==> src/core/tsop_pkg.sv <==
// Purpose: shared constants of the transport stream output port
// Assumes: 50 MHz system clock
// Notes:   byte clock figures are in ns and converted to cycles here
package tsop_pkg;
   // ---------------------------------------------------------------
   // timing
   // ---------------------------------------------------------------
   localparam int SYS_CLK_PERIOD_NS = 20;
   localparam int TS_CLK_PERIOD_NS = 160;
   // half period in system cycles, rounded down, never below one
   localparam int TS_HALF_CYC_RAW = TS_CLK_PERIOD_NS / (2 * SYS_CLK_PERIOD_NS);
   localparam int TS_HALF_CYC = (TS_HALF_CYC_RAW < 1) ? 1 : TS_HALF_CYC_RAW;

   // ---------------------------------------------------------------
   // data path
   // ---------------------------------------------------------------
   localparam int BYTE_W = 8;
   localparam int FIFO_DEPTH = 16;
   localparam int FIFO_W = BYTE_W + 1;     // packet start flag above the byte
   localparam int INT_REGS = 4;
   localparam int BER_W = 16;
   localparam int TONE_ACC_W = 24;

   // ---------------------------------------------------------------
   // demod_diagnostic_control register
   // ---------------------------------------------------------------
   localparam logic [7:0] DIAG_CTL_OFFSET = 8'h67;
   localparam int DIAG_ERR_SEL_BIT = 7;    // 1: no signal, 0: uncorrectable block

   // ---------------------------------------------------------------
   // status output functions
   // ---------------------------------------------------------------
   localparam logic [1:0] STAT_LOCK = 2'h0;
   localparam logic [1:0] STAT_BER_TONE = 2'h1;
   localparam logic [1:0] STAT_ERROR = 2'h2;
   localparam logic [1:0] STAT_LOW = 2'h3;
endpackage

==> src/core/tsop_fifo_if.sv <==
// Purpose: valid/ready carrier between the framer and its byte buffer
// Assumes: both sides on the system clock
// Notes:   fill side writes, drain side reads
`timescale 1ns/100ps
`default_nettype none
interface tsop_fifo_if #(
   parameter int W = 9
);
   logic wr_valid;
   logic wr_ready;
   logic [W-1:0] wr_data;
   logic rd_valid;
   logic rd_ready;
   logic [W-1:0] rd_data;

   modport store (
      input wr_valid, wr_data, rd_ready,
      output wr_ready, rd_valid, rd_data
   );
   modport user (
      output wr_valid, wr_data, rd_ready,
      input wr_ready, rd_valid, rd_data
   );
endinterface
`default_nettype wire

==> src/core/tsop_fifo.sv <==
// Purpose: byte buffer between the decoder stream and the byte-rate output
// Assumes: synchronous, one clock
// Notes:   full and empty are exact; read data is registered in the array
`timescale 1ns/100ps
`default_nettype none
module tsop_fifo #(
   parameter int W = 9,
   parameter int DEPTH = 16
) (
   // clock and reset
   input wire logic clk_i,
   input wire logic rst_n_i,
   // buffer ports
   tsop_fifo_if.store f
);
   localparam int AW = (DEPTH > 1) ? $clog2(DEPTH) : 1;
   localparam logic [AW:0] DEPTH_C = (AW + 1)'(DEPTH);
   localparam logic [AW-1:0] LAST_C = AW'(DEPTH - 1);

   logic [W-1:0] mem_q [DEPTH];
   logic [AW-1:0] wr_ptr_q, wr_ptr_d, rd_ptr_q, rd_ptr_d;
   logic [AW:0] count_q, count_d;
   logic do_wr, do_rd;

   // -----------------------------------------------------------------
   // flags and pointer arithmetic
   // -----------------------------------------------------------------
   always_comb begin
      f.wr_ready = (count_q != DEPTH_C);
      f.rd_valid = (count_q != '0);
      f.rd_data = mem_q[rd_ptr_q];
      do_wr = f.wr_valid && f.wr_ready;
      do_rd = f.rd_valid && f.rd_ready;
      wr_ptr_d = wr_ptr_q;
      rd_ptr_d = rd_ptr_q;
      count_d = count_q;
      if (do_wr) begin
         wr_ptr_d = (wr_ptr_q == LAST_C) ? '0 : wr_ptr_q + 1'b1;
      end
      if (do_rd) begin
         rd_ptr_d = (rd_ptr_q == LAST_C) ? '0 : rd_ptr_q + 1'b1;
      end
      if (do_wr && !do_rd) begin
         count_d = count_q + 1'b1;
      end else if (do_rd && !do_wr) begin
         count_d = count_q - 1'b1;
      end
   end

   // pointers and fill level
   always_ff @(posedge clk_i or negedge rst_n_i) begin
      if (!rst_n_i) begin
         wr_ptr_q <= '0;
         rd_ptr_q <= '0;
         count_q <= '0;
      end else begin
         wr_ptr_q <= wr_ptr_d;
         rd_ptr_q <= rd_ptr_d;
         count_q <= count_d;
      end
   end

   // storage has no reset, it is only read when the count says so
   always_ff @(posedge clk_i) begin
      if (do_wr) begin
         mem_q[wr_ptr_q] <= f.wr_data;
      end
   end
endmodule // tsop_fifo
`default_nettype wire

==> src/core/tsop_top.sv <==
// Purpose: byte-parallel transport stream output port with error, interrupt
//          and status pins
// Assumes: decoder stream and control levels on SYS_CLK_I; sleep is a pin
// Notes:   byte clock is divided from the system clock and driven out
//
// Functional notes
// - start flag high for the whole first byte of a packet, low for the rest
// - valid flag high only in byte clock cycles carrying a real byte
// - eight-bit byte bus, placed in high impedance when control asks
// - byte clock runs at byte rate, one cycle per byte slot
// - error pin low for uncorrectable block or no signal, chosen by bit 7
// - error pin polarity can be inverted by configuration
// - interrupt pin low while pending, released once all active registers read
// - reset input is active low
// - sleep stops oscillator and releases byte bus and control pins; error, status, interrupt and converters keep working
// - status pin function chosen by register, one is a tone tracking BER
`timescale 1ns/100ps
`default_nettype none
module tsop_top #(
   parameter int HALF_CYC = tsop_pkg::TS_HALF_CYC,
   parameter int DEPTH = tsop_pkg::FIFO_DEPTH,
   parameter int NINT = tsop_pkg::INT_REGS
) (
   // clock and reset
   input wire logic SYS_CLK_I,
   input wire logic RST_N_I,
   // decoded packet stream from the decoder
   input wire logic [tsop_pkg::BYTE_W-1:0] STRM_DATA_I,
   input wire logic STRM_START_I,
   input wire logic STRM_VALID_I,
   output logic STRM_READY_O,
   // control levels
   input wire logic [7:0] DIAG_CTL_I,
   input wire logic ERR_INVERT_I,
   input wire logic BUS_HIZ_I,
   input wire logic [1:0] STATUS_SEL_I,
   input wire logic ADC_OFF_I,
   // decoder conditions
   input wire logic BLOCK_UNCORR_I,
   input wire logic NO_SIGNAL_I,
   input wire logic LOCKED_I,
   input wire logic [tsop_pkg::BER_W-1:0] BER_I,
   input wire logic [NINT-1:0] INT_EVENT_I,
   input wire logic [NINT-1:0] INT_REG_READ_I,
   // sleep pin
   input wire logic SLEEP_I,
   // transport output pins
   output logic [tsop_pkg::BYTE_W-1:0] TS_BYTE_O,
   output logic TS_BUS_OE_O,
   output logic TS_START_O,
   output logic TS_VALID_O,
   output logic TS_CLK_O,
   output logic TS_CTRL_OE_O,
   output logic BLK_ERR_O,
   // interrupt open drain
   output logic IRQ_N_O,
   output logic IRQ_OE_O,
   // status and power
   output logic STATUS_O,
   output logic OSC_RUN_O,
   output logic ADC_OFF_O
);
   localparam int CW = $clog2(HALF_CYC + 1);
   localparam logic [CW-1:0] HALF_LAST = CW'(HALF_CYC - 1);

   tsop_fifo_if #(.W(tsop_pkg::FIFO_W)) fb ();

   tsop_fifo #(
      .W(tsop_pkg::FIFO_W),
      .DEPTH(DEPTH)
   ) u_fifo (
      .clk_i(SYS_CLK_I),
      .rst_n_i(RST_N_I),
      .f(fb.store)
   );

   // -----------------------------------------------------------------
   // sleep pin synchroniser
   // -----------------------------------------------------------------
   logic sleep_m_q, sleep_q;

   // first stage feeds only the second
   always_ff @(posedge SYS_CLK_I or negedge RST_N_I) begin
      if (!RST_N_I) begin
         sleep_m_q <= 1'b0;
         sleep_q <= 1'b0;
      end else begin
         sleep_m_q <= SLEEP_I;
         sleep_q <= sleep_m_q;
      end
   end

   // -----------------------------------------------------------------
   // stream input into the buffer
   // -----------------------------------------------------------------
   // back-pressure reaches the decoder through the buffer ready
   always_comb begin
      fb.wr_valid = STRM_VALID_I;
      fb.wr_data = {STRM_START_I, STRM_DATA_I};
      STRM_READY_O = fb.wr_ready;
   end

   // -----------------------------------------------------------------
   // byte clock and output registers
   // -----------------------------------------------------------------
   logic [CW-1:0] div_q, div_d;
   logic clk_q, clk_d;
   logic fall;
   logic [tsop_pkg::BYTE_W-1:0] byte_q, byte_d;
   logic start_q, start_d;
   logic valid_q, valid_d;

   // the clock is forced low at once in sleep, so a slot in progress is cut short and its valid cleared
   always_comb begin
      div_d = div_q;
      clk_d = clk_q;
      fall = 1'b0;
      if (sleep_q) begin
         div_d = '0;
         clk_d = 1'b0;
      end else if (div_q == HALF_LAST) begin
         div_d = '0;
         clk_d = !clk_q;
         fall = clk_q;
      end else begin
         div_d = div_q + 1'b1;
      end
   end

   // one pop per byte slot, taken on the falling edge
   always_comb begin
      fb.rd_ready = fall;
      byte_d = byte_q;
      start_d = start_q;
      valid_d = valid_q;
      if (sleep_q) begin
         start_d = 1'b0;
         valid_d = 1'b0;
      end else if (fall) begin
         valid_d = fb.rd_valid;
         start_d = fb.rd_valid && fb.rd_data[tsop_pkg::BYTE_W];
         if (fb.rd_valid) begin
            byte_d = fb.rd_data[tsop_pkg::BYTE_W-1:0];
         end
      end
   end

   always_ff @(posedge SYS_CLK_I or negedge RST_N_I) begin
      if (!RST_N_I) begin
         div_q <= '0;
         clk_q <= 1'b0;
         byte_q <= '0;
         start_q <= 1'b0;
         valid_q <= 1'b0;
      end else begin
         div_q <= div_d;
         clk_q <= clk_d;
         byte_q <= byte_d;
         start_q <= start_d;
         valid_q <= valid_d;
      end
   end

   // -----------------------------------------------------------------
   // error indicator, status, power and enables
   // -----------------------------------------------------------------
   logic err_q, err_d;
   logic stat_q, stat_d;
   logic [tsop_pkg::TONE_ACC_W-1:0] acc_q, acc_d;
   logic bus_oe_q, bus_oe_d;
   logic ctrl_oe_q, ctrl_oe_d;
   logic osc_q, osc_d;
   logic adc_q, adc_d;
   logic err_act;

   always_comb begin
      // mode bit picks which condition pulls the pin
      err_act = DIAG_CTL_I[tsop_pkg::DIAG_ERR_SEL_BIT] ? NO_SIGNAL_I
                                                        : BLOCK_UNCORR_I;
      err_d = ERR_INVERT_I ? err_act : !err_act;
      // tone pitch scales with the error rate: f = ber * fclk / 2^24
      acc_d = acc_q + tsop_pkg::TONE_ACC_W'(BER_I);
      if (STATUS_SEL_I == tsop_pkg::STAT_LOCK) begin
         stat_d = LOCKED_I;
      end else if (STATUS_SEL_I == tsop_pkg::STAT_BER_TONE) begin
         stat_d = acc_q[tsop_pkg::TONE_ACC_W-1];
      end else if (STATUS_SEL_I == tsop_pkg::STAT_ERROR) begin
         stat_d = err_act;
      end else begin
         stat_d = 1'b0;
      end
      bus_oe_d = !BUS_HIZ_I && !sleep_q;
      ctrl_oe_d = !sleep_q;
      osc_d = !sleep_q;
      adc_d = ADC_OFF_I; // converters keep their own control in sleep
   end

   always_ff @(posedge SYS_CLK_I or negedge RST_N_I) begin
      if (!RST_N_I) begin
         err_q <= 1'b1;
         stat_q <= 1'b0;
         acc_q <= '0;
         bus_oe_q <= 1'b0;
         ctrl_oe_q <= 1'b0;
         osc_q <= 1'b1;
         adc_q <= 1'b0;
      end else begin
         err_q <= err_d;
         stat_q <= stat_d;
         acc_q <= acc_d;
         bus_oe_q <= bus_oe_d;
         ctrl_oe_q <= ctrl_oe_d;
         osc_q <= osc_d;
         adc_q <= adc_d;
      end
   end

   // -----------------------------------------------------------------
   // interrupt request
   // -----------------------------------------------------------------
   logic [NINT-1:0] pend_q, pend_d;

   // a new event in the same cycle as the read keeps the register pending
   always_comb begin
      pend_d = (pend_q & ~INT_REG_READ_I) | INT_EVENT_I;
   end

   always_ff @(posedge SYS_CLK_I or negedge RST_N_I) begin
      if (!RST_N_I) begin
         pend_q <= '0;
      end else begin
         pend_q <= pend_d;
      end
   end

   // -----------------------------------------------------------------
   // outputs
   // -----------------------------------------------------------------
   always_comb begin
      TS_BYTE_O = byte_q;
      TS_START_O = start_q;
      TS_VALID_O = valid_q;
      TS_CLK_O = clk_q;
      TS_BUS_OE_O = bus_oe_q;
      TS_CTRL_OE_O = ctrl_oe_q;
      BLK_ERR_O = err_q;
      IRQ_N_O = 1'b0; // open drain only ever pulls low
      IRQ_OE_O = |pend_q;
      STATUS_O = stat_q;
      OSC_RUN_O = osc_q;
      ADC_OFF_O = adc_q;
   end
endmodule // tsop_top
`default_nettype wire

==> config.mk <==
export PLATFORM = sky130hd
export DESIGN_NAME = tsop_top
export DESIGN_NICKNAME = d
export VERILOG_FILES = /design/src/core/tsop_pkg.sv /design/src/core/tsop_fifo_if.sv /design/src/core/tsop_fifo.sv /design/src/core/tsop_top.sv
export SDC_FILE = /design/constraint.sdc
export NUM_CORES = 1
export LEC_CHECK = 0
export BUFFER_PORTS_ARGS = -buffer_cell sky130_fd_sc_hd__clkbuf_2
export CAP_MARGIN = 5
export CORE_ASPECT_RATIO = 0.5
export CORE_MARGIN = 3
export CORE_UTILIZATION = 28
export DETAILED_ROUTE_END_ITERATION = 10
export HOLD_SLACK_MARGIN = 0.03
export PLACE_DENSITY = 0.5
export SLEW_MARGIN = 5
export SYNTH_ARGS = -nofsm -noshare
export SYNTH_HDL_FRONTEND = slang
export SYNTH_SLANG_ARGS = --single-unit
==> constraint.sdc <==
create_clock -name SYS_CLK_I -period 7.1 [get_ports SYS_CLK_I]
set_input_delay 0.355 -clock SYS_CLK_I [delete_from_list [all_inputs] [get_ports SYS_CLK_I]]
set_output_delay 0.355 -clock SYS_CLK_I [all_outputs]
set_load 0.02 [all_outputs]
==> results.md, run 1 <==
- DP Wirelength: 11,600 microns
- Final period util: 0.4205
- Ranking of synthesized cells by area: edfxtp_1, dfrtp_1, mux4_2
- Count leader, synth: edfxtp_1
- Final ANT Viol Nets: 0
- Setup violators final: 0
- Final core utilization: 0.3428
- Post-synthesis sequential area ratio: 0.6754
- GRT Util Overall: 0.1118
- Hold Vio Cnt, Final: 0
- Vias per inst: 4.519
- CP Class: reg2reg
- Nets: 710
- DR pass1 iterations: 4
- Global-route wire length before repair: 29,020 microns
- R2r startpoint: u_fifo.count_q[0]
- TritonCTS clock tree: done
- Area grow syn2layout: 19.70%
- CTS-repair resized insts: 0
- Avg WL per Cell: 17.52 microns
- Async SR Flop Fraction: 0.3043
- IO buf count: 64
- Top Ports: 73
- Top_reg_cell synth: edfxtp_1
- CTS H-tree lvls: 1
- Critical R2R Capture: u_fifo.count_q[4]
- Worst path required time: 7.48 ns
- Die W: 255.9 microns
- Post-route DRC: 0
- Layout cells sized above 1: 0.2733
- Slew HR: 0.4373
- Internal reg-to-reg setup slack: just over 4 ns
- Number of buffers created by CTS: 22
- Postcts setup bufs: 0
- CORE AREA: 30,520 sq um
- Post-CTS Hold Buffers: 7
- Min Hold Slack: ~0.043 ns
- Worst skew pair latency: roughly 0.52 ns
- Worst Skew: 0.02526 ns
- Clock Pin Slew Worst Setup and Hold Paths: 0.06 ns
- Longest Clk Path Bufs: 3
- DR vias: between 4,000 and 5,000
- Synth Instances: ~530
- Antenna violations before repair: 0
- Worst Setup Start Kind: flip-flop
- Worst hold path class: in2async
- Leading area contributor after synthesis: edfxtp_1
- Root Buffer: clkbuf_16
- Starting Density: 0.2864
- Tmin final: between 2 and 3 ns
- Crit path max fanout: 14
- Slew @ Worst Pin: around 0.84 ns
- Mean Syn Cell Area: 16.37 sq um
- Slew Limit Fails: 0
- Synth cell types: 46
- Area share of the largest cell type after synthesis: 0.4947
- GRT overflow: 0
- Worst Setup End Kind: flip-flop
- Lkg Pwr: around 0.0039 uW
- Filler Cells Inserted: 2,968
- Largest net degree at the start of global routing: 64
- Synth Cell Area: 8741 sq um
- Rows: between 40 and 50
- Syn_nets: 615
- Power per Cell Area: around 340 nW/um^2
- Number of global-route vias before repair: 4,981
- N_diodes: 0
- Synth Register Bits: 207
- Tot Pwr: 3582 uW
- Crit path arrival time: about 3.4 ns
- Post-synth EDFFs: 144
- Routability cong.: 0.7311
- Ys Warns: 0
- RSZ-0062 raised after global routing: no
- MaxCap Viol Count: 0
- Vert. Die Dim: 130.9 microns
- Clk sink count: 207
- Max VDD drop: 0.0001759 V
- Fmax: ~330 MHz
- Status: completed
- Most instantiated cells after synthesis: edfxtp_1, dfrtp_1, mux4_2, nand2_1
- R2R cell count: 13
- Die area: 33,500 sq um
- First DRT Iteration DRCs: 257
- Drt total wl: between 15,000 and 20,000 microns
- Setup_tns: 0 ns
[layer usage]
layer	share of wire	wire [microns]	up-vias	track usage
li1	-	-	2253	-
met1	0.46	8627	2498	0.1496
met2	0.50	9285	51	0.1949
met3	0.027	508	20	0.01772
met4	0.015	277	0	0.02509
met5	0	0	-	0
[sequential cells by signal, summed over array words and instances, names as in the netlist, 3 cells and up]
| signal | flops |
|---|---|
| u_fifo.count_q | 5 |
| u_fifo.mem_q | 144 |
| u_fifo.wr_ptr_q | 4 |
| pend_q | 4 |
| div_q | 3 |
| acc_q | 24 |
| u_fifo.rd_ptr_q | 4 |
| TS_BYTE_O | 8 |
[final cells by class]
type | count | area, sq um | share of cell area
flip-flops and latches | 207 | 5904 | 0.5643
multi-input cells | 292 | 2699 | 0.2580
clock buffers | 30 | 610.6 | 0.05836
repair buffers | 91 | 540.5 | 0.05166
well taps | 423 | 529.3 | 0.05059
clock inverters | 9 | 122.6 | 0.01172
inverters | 15 | 56.30 | 0.005382
[cells in the final DEF (no fill, tap or decap), types with 5 or more instances in the layout]
| cell type | instances |
|---|---|
| a21o_1 | 9 |
| a21oi_1 | 25 |
| and3_1 | 6 |
| buf_4 | 20 |
| clkbuf_1 | 5 |
| clkbuf_16 | 22 |
| clkbuf_2 | 63 |
| dfrtp_1 | 60 |
| dlygate4sd3_1 | 7 |
| edfxtp_1 | 144 |
| ha_1 | 26 |
| inv_1 | 15 |
| mux2_2 | 10 |
| mux4_2 | 45 |
| nand2_1 | 36 |
| nand3_1 | 14 |
| nand4_1 | 6 |
| nor2_1 | 26 |
| nor2b_1 | 5 |
| nor3_1 | 9 |
| o21ai_0 | 12 |
| or4_1 | 6 |
| xnor2_1 | 19 |
| xor2_1 | 8 |
[cells by family after synthesis]
family	count (synthesis)	synth area share
flip-flops	207	0.6754
AO/OA/AOI/OAI	61	0.04237
buffers and inverters	35	0.01646
AND/OR/NAND/NOR	117	0.06427
other	1	0.0004290
multiplexers	58	0.1323
adder cells (fa/ha/maj)	28	0.04180
XOR/XNOR	27	0.02705
[critical path, cell delays in order, from the launching register on]
cell	delay, ns
dfrtp_1	0.44
nor4_1	0.37
nor2b_1	0.27
nor3_2	0.07
buf_4	0.21
inv_1	0.12
ha_1	0.19
inv_1	0.11
fa_1	0.41
a21o_1	0.17
a21oi_1	0.17
xnor2_1	0.14
nor2_1	0.06
xor2_1	0.15
[metrics by stage]
stage               area [sq um]  instances  worst slack (ns)
finish                     10460       1067             4.115
global route               10460       1067             3.742
CTS                        10460       1067             4.073
detailed placement          9659       1021             4.100
global placement            9659       1021             4.076
floorplan                   8741        534             4.386
[report_power, final]
part           total, uW  switching, uW  internal, uW
Sequential          1580           91.7          1480
Clock               1150            468           681
Combinational        857            483           373
Total               3580           1040          2540
[worst max-delay path by stage]
stage	start	end	slack (ns)	depth (start not counted)
finish	u_fifo.count_q[0]	u_fifo.count_q[4]	4.11	13
global route	u_fifo.count_q[1]	u_fifo.count_q[4]	3.74	13
CTS	u_fifo.count_q[0]	u_fifo.count_q[4]	4.07	13
detailed placement	u_fifo.count_q[0]	u_fifo.count_q[4]	4.10	13
global placement	u_fifo.count_q[0]	u_fifo.count_q[4]	4.08	13
floorplan	div_q[0]	u_fifo.count_q[4]	4.39	13
Power figures use the tool's default switching activity.
==> run 2, diff against run 1 <==
==> constraint.sdc (replaced) <==
create_clock -name SYS_CLK_I -period 2.8 [get_ports SYS_CLK_I]
set_input_delay 0.14 -clock SYS_CLK_I [delete_from_list [all_inputs] [get_ports SYS_CLK_I]]
set_output_delay 0.14 -clock SYS_CLK_I [all_outputs]
set_load 0.02 [all_outputs]
==> results.md, run 2 (synthesis gave the netlist of run 1 again) <==
- CP Class: reg2reg
- Filler Cells Inserted: about 2,900
- N_diodes: 0
- Most Used Layer, Global Route: met2
- Placed Area: 9724 sq um
- GRT Util Overall: 0.1142
- Delay-heaviest family, CP: simple AND/OR/NAND/NOR gates
- Hold depth: 1
- Met3 Use GR: 0.02022
- Max incr delay on CP: 0.45 ns
- Post-route DRC: 0
- Starting Density: 0.2864
- Routability cong.: 0.7636
- Final period util: 0.9462
- CP Buf/Inv Count: 2
- Reg area: a little under 6000 sq um
- Status: completed
- Number of global-route vias before repair: 4,995
- Vias per inst: 4.534
- Power per Cell Area: 864.3 nW/um^2
- Worst hold path class: in2reg
- Nets: ~730
- IO buf count: 64
- Drt total wl: 19,340 microns
- DR pass1 iterations: 4
- Hold wc startpoint: STRM_DATA_I[6]
- Avg WL per Cell: 17.76 microns
- CORE AREA: 30,520 sq um
- R2R cell count: 12
- Die W: about 260 microns
- Internal reg-to-reg setup slack: 0.15 ns
- Worst skew pair latency: 0.52 ns
- Area of the multi-input gates: ~2700 sq um
- DP Wirelength: roughly 12,000 microns
- Vert. Die Dim: 130.9 microns
- Worst Setup End Kind: flip-flop
- Worst path required time: 3.18 ns
- First DRT Iteration DRCs: 227
- Longest Clk Path Bufs: 3
- Post-Layout Cell Count: 1,089
- Antenna violations before repair: 0
- Slew Limit Fails: 0
- Most common cell after layout, fill and taps aside: edfxtp_1
- DR vias: 4,938
- Crit path max fanout: 4
- Slowest-stage cell, CP: dfrtp_2
- Design Area, Final: 10,690 sq um
- Root Buffer: clkbuf_16
- Placed Cells: about 1,000
- Setup_tns: 0 ns
- Worst Skew: 0.03052 ns
- Top Ports: 73
- Final ANT Viol Nets: 0
- Global-route wire length before repair: 29,620 microns
- Number of buffers created by CTS: 22
- Slew @ Worst Pin: around 0.94 ns
- Critical R2R Capture: u_fifo.count_q[4]
- GRT overflow: 0
- Most frequent cells in the layout: edfxtp_1, clkbuf_2, dfrtp_1, mux4_2, nand2_1
- Hold Path End: u_fifo.mem_q[11][6]
- MaxCap Viol Count: 0
- R2r startpoint: u_fifo.count_q[1]
- Slew HR: 0.3667
- DP Worst Slack: between 0.015 and 0.02 ns
- Crit path arrival time: 3.03 ns
- Max reg flops: 144
- Clock Pin Slew Worst Setup and Hold Paths: 0.06 ns
- Area grow syn2layout: 22.33%
- Tmin final: about 2.6 ns
- Die area: 33,500 sq um
- Final worst slack: 0.1506 ns
- Max VDD drop: 0.0003640 V
- Met2 Resource Use GR: 0.1956
- CTS H-tree lvls: 1
- Layout cells sized above 1: 0.2778
- TritonCTS clock tree: done
- Rows: 45
- Met1 Use GR: 0.1553
- Worst Setup Start Kind: flip-flop
- Hold Vio Cnt, Final: 0
- Setup violators final: 0
- Postcts setup bufs: 0
- CP Cell Sequence: nor4_4, nor2b_4, nor3_2, inv_1, ha_1, inv_2, fa_1, a21o_1, a21oi_1, xnor2_1, nor2_1, xor2_1
- Biggest register: u_fifo.mem_q
- Largest net degree at the start of global routing: 64
- Tot Pwr: 9241 uW
- Crit path depth: 12
- Clk sink count: ~210
- Lkg Pwr: 0.003943 uW
- Fmax: between 300 and 400 MHz
- RSZ-0062 raised after global routing: no
-- run 2: changes by cell type in the layout (fill, tap and decap cells not counted), moves of 2 or more --
cell / delta
buf_4: +6
clkbuf_1: -2
nor2b_1: -2
clkinv_1: +6
clkbuf_8: -3
dlygate4sd3_1: +14
-- run 2: report_power, final --
| group | internal, uW | switching (uW) | total, uW |
|---|---|---|---|
| registers | 3770 | 259 | 4030 |
| logic | 1010 | 1270 | 2280 |
| clock network | 1730 | 1200 | 2930 |
| total | 6510 | 2730 | 9240 |
-- run 2: metrics by stage --
step / hold slack (ns) / util
floorplan: -0.1556 / -
global placement: 0.2485 / 0.3187
detailed placement: 0.2535 / 0.3187
CTS: 0.03130 / 0.3495
global route: 0.05106 / 0.3504
finish: 0.04044 / 0.3504
-- run 2: area by class of cell --
type                    count  share of cell area
clock buffers              25             0.05254
clock inverters            15             0.01591
inverters                  15            0.005266
multi-input cells         292              0.2547
flip-flops and latches    207              0.5523
well taps                 423             0.04950
repair buffers            112             0.06974
-- run 2: metal layers --
metal,share of wire,vias up
met5,0,-
met4,0.013,0
met3,0.033,19
met2,0.48,71
met1,0.48,2555
li1,-,2293
-- run 2: worst max-delay path by stage --
stage,from,endpoint,slack (ns)
finish,u_fifo.count_q[1],u_fifo.count_q[4],0.15
global route,u_fifo.count_q[1],u_fifo.count_q[4],0.006
CTS,u_fifo.count_q[1],u_fifo.count_q[4],0.02
detailed placement,u_fifo.count_q[1],u_fifo.count_q[4],0.02
global placement,u_fifo.count_q[1],u_fifo.count_q[4],0.05
floorplan,div_q[0],u_fifo.count_q[4],0.09
-- run 2: worst reg2reg max path: cells and delay by family (launching register included) --
family / cells / cell delay (ns)
and+or+nand+nor: 4 / 0.68
adders and majority gates: 2 / 0.61
AOI/OAI and AO/OA: 2 / 0.34
buffers and inverters: 2 / 0.17
xor gates and xnor gates: 2 / 0.28
DFF: 1 / 0.45
-- run 2: timing repair --
| action | CTS | global route |
|---|---|---|
| resized for setup | 0 | 7 |
| endpoints found under the setup margin | 0 | 2 |
| hold endpoints to repair | 94 | 0 |
| hold buffers | 21 | 0 |
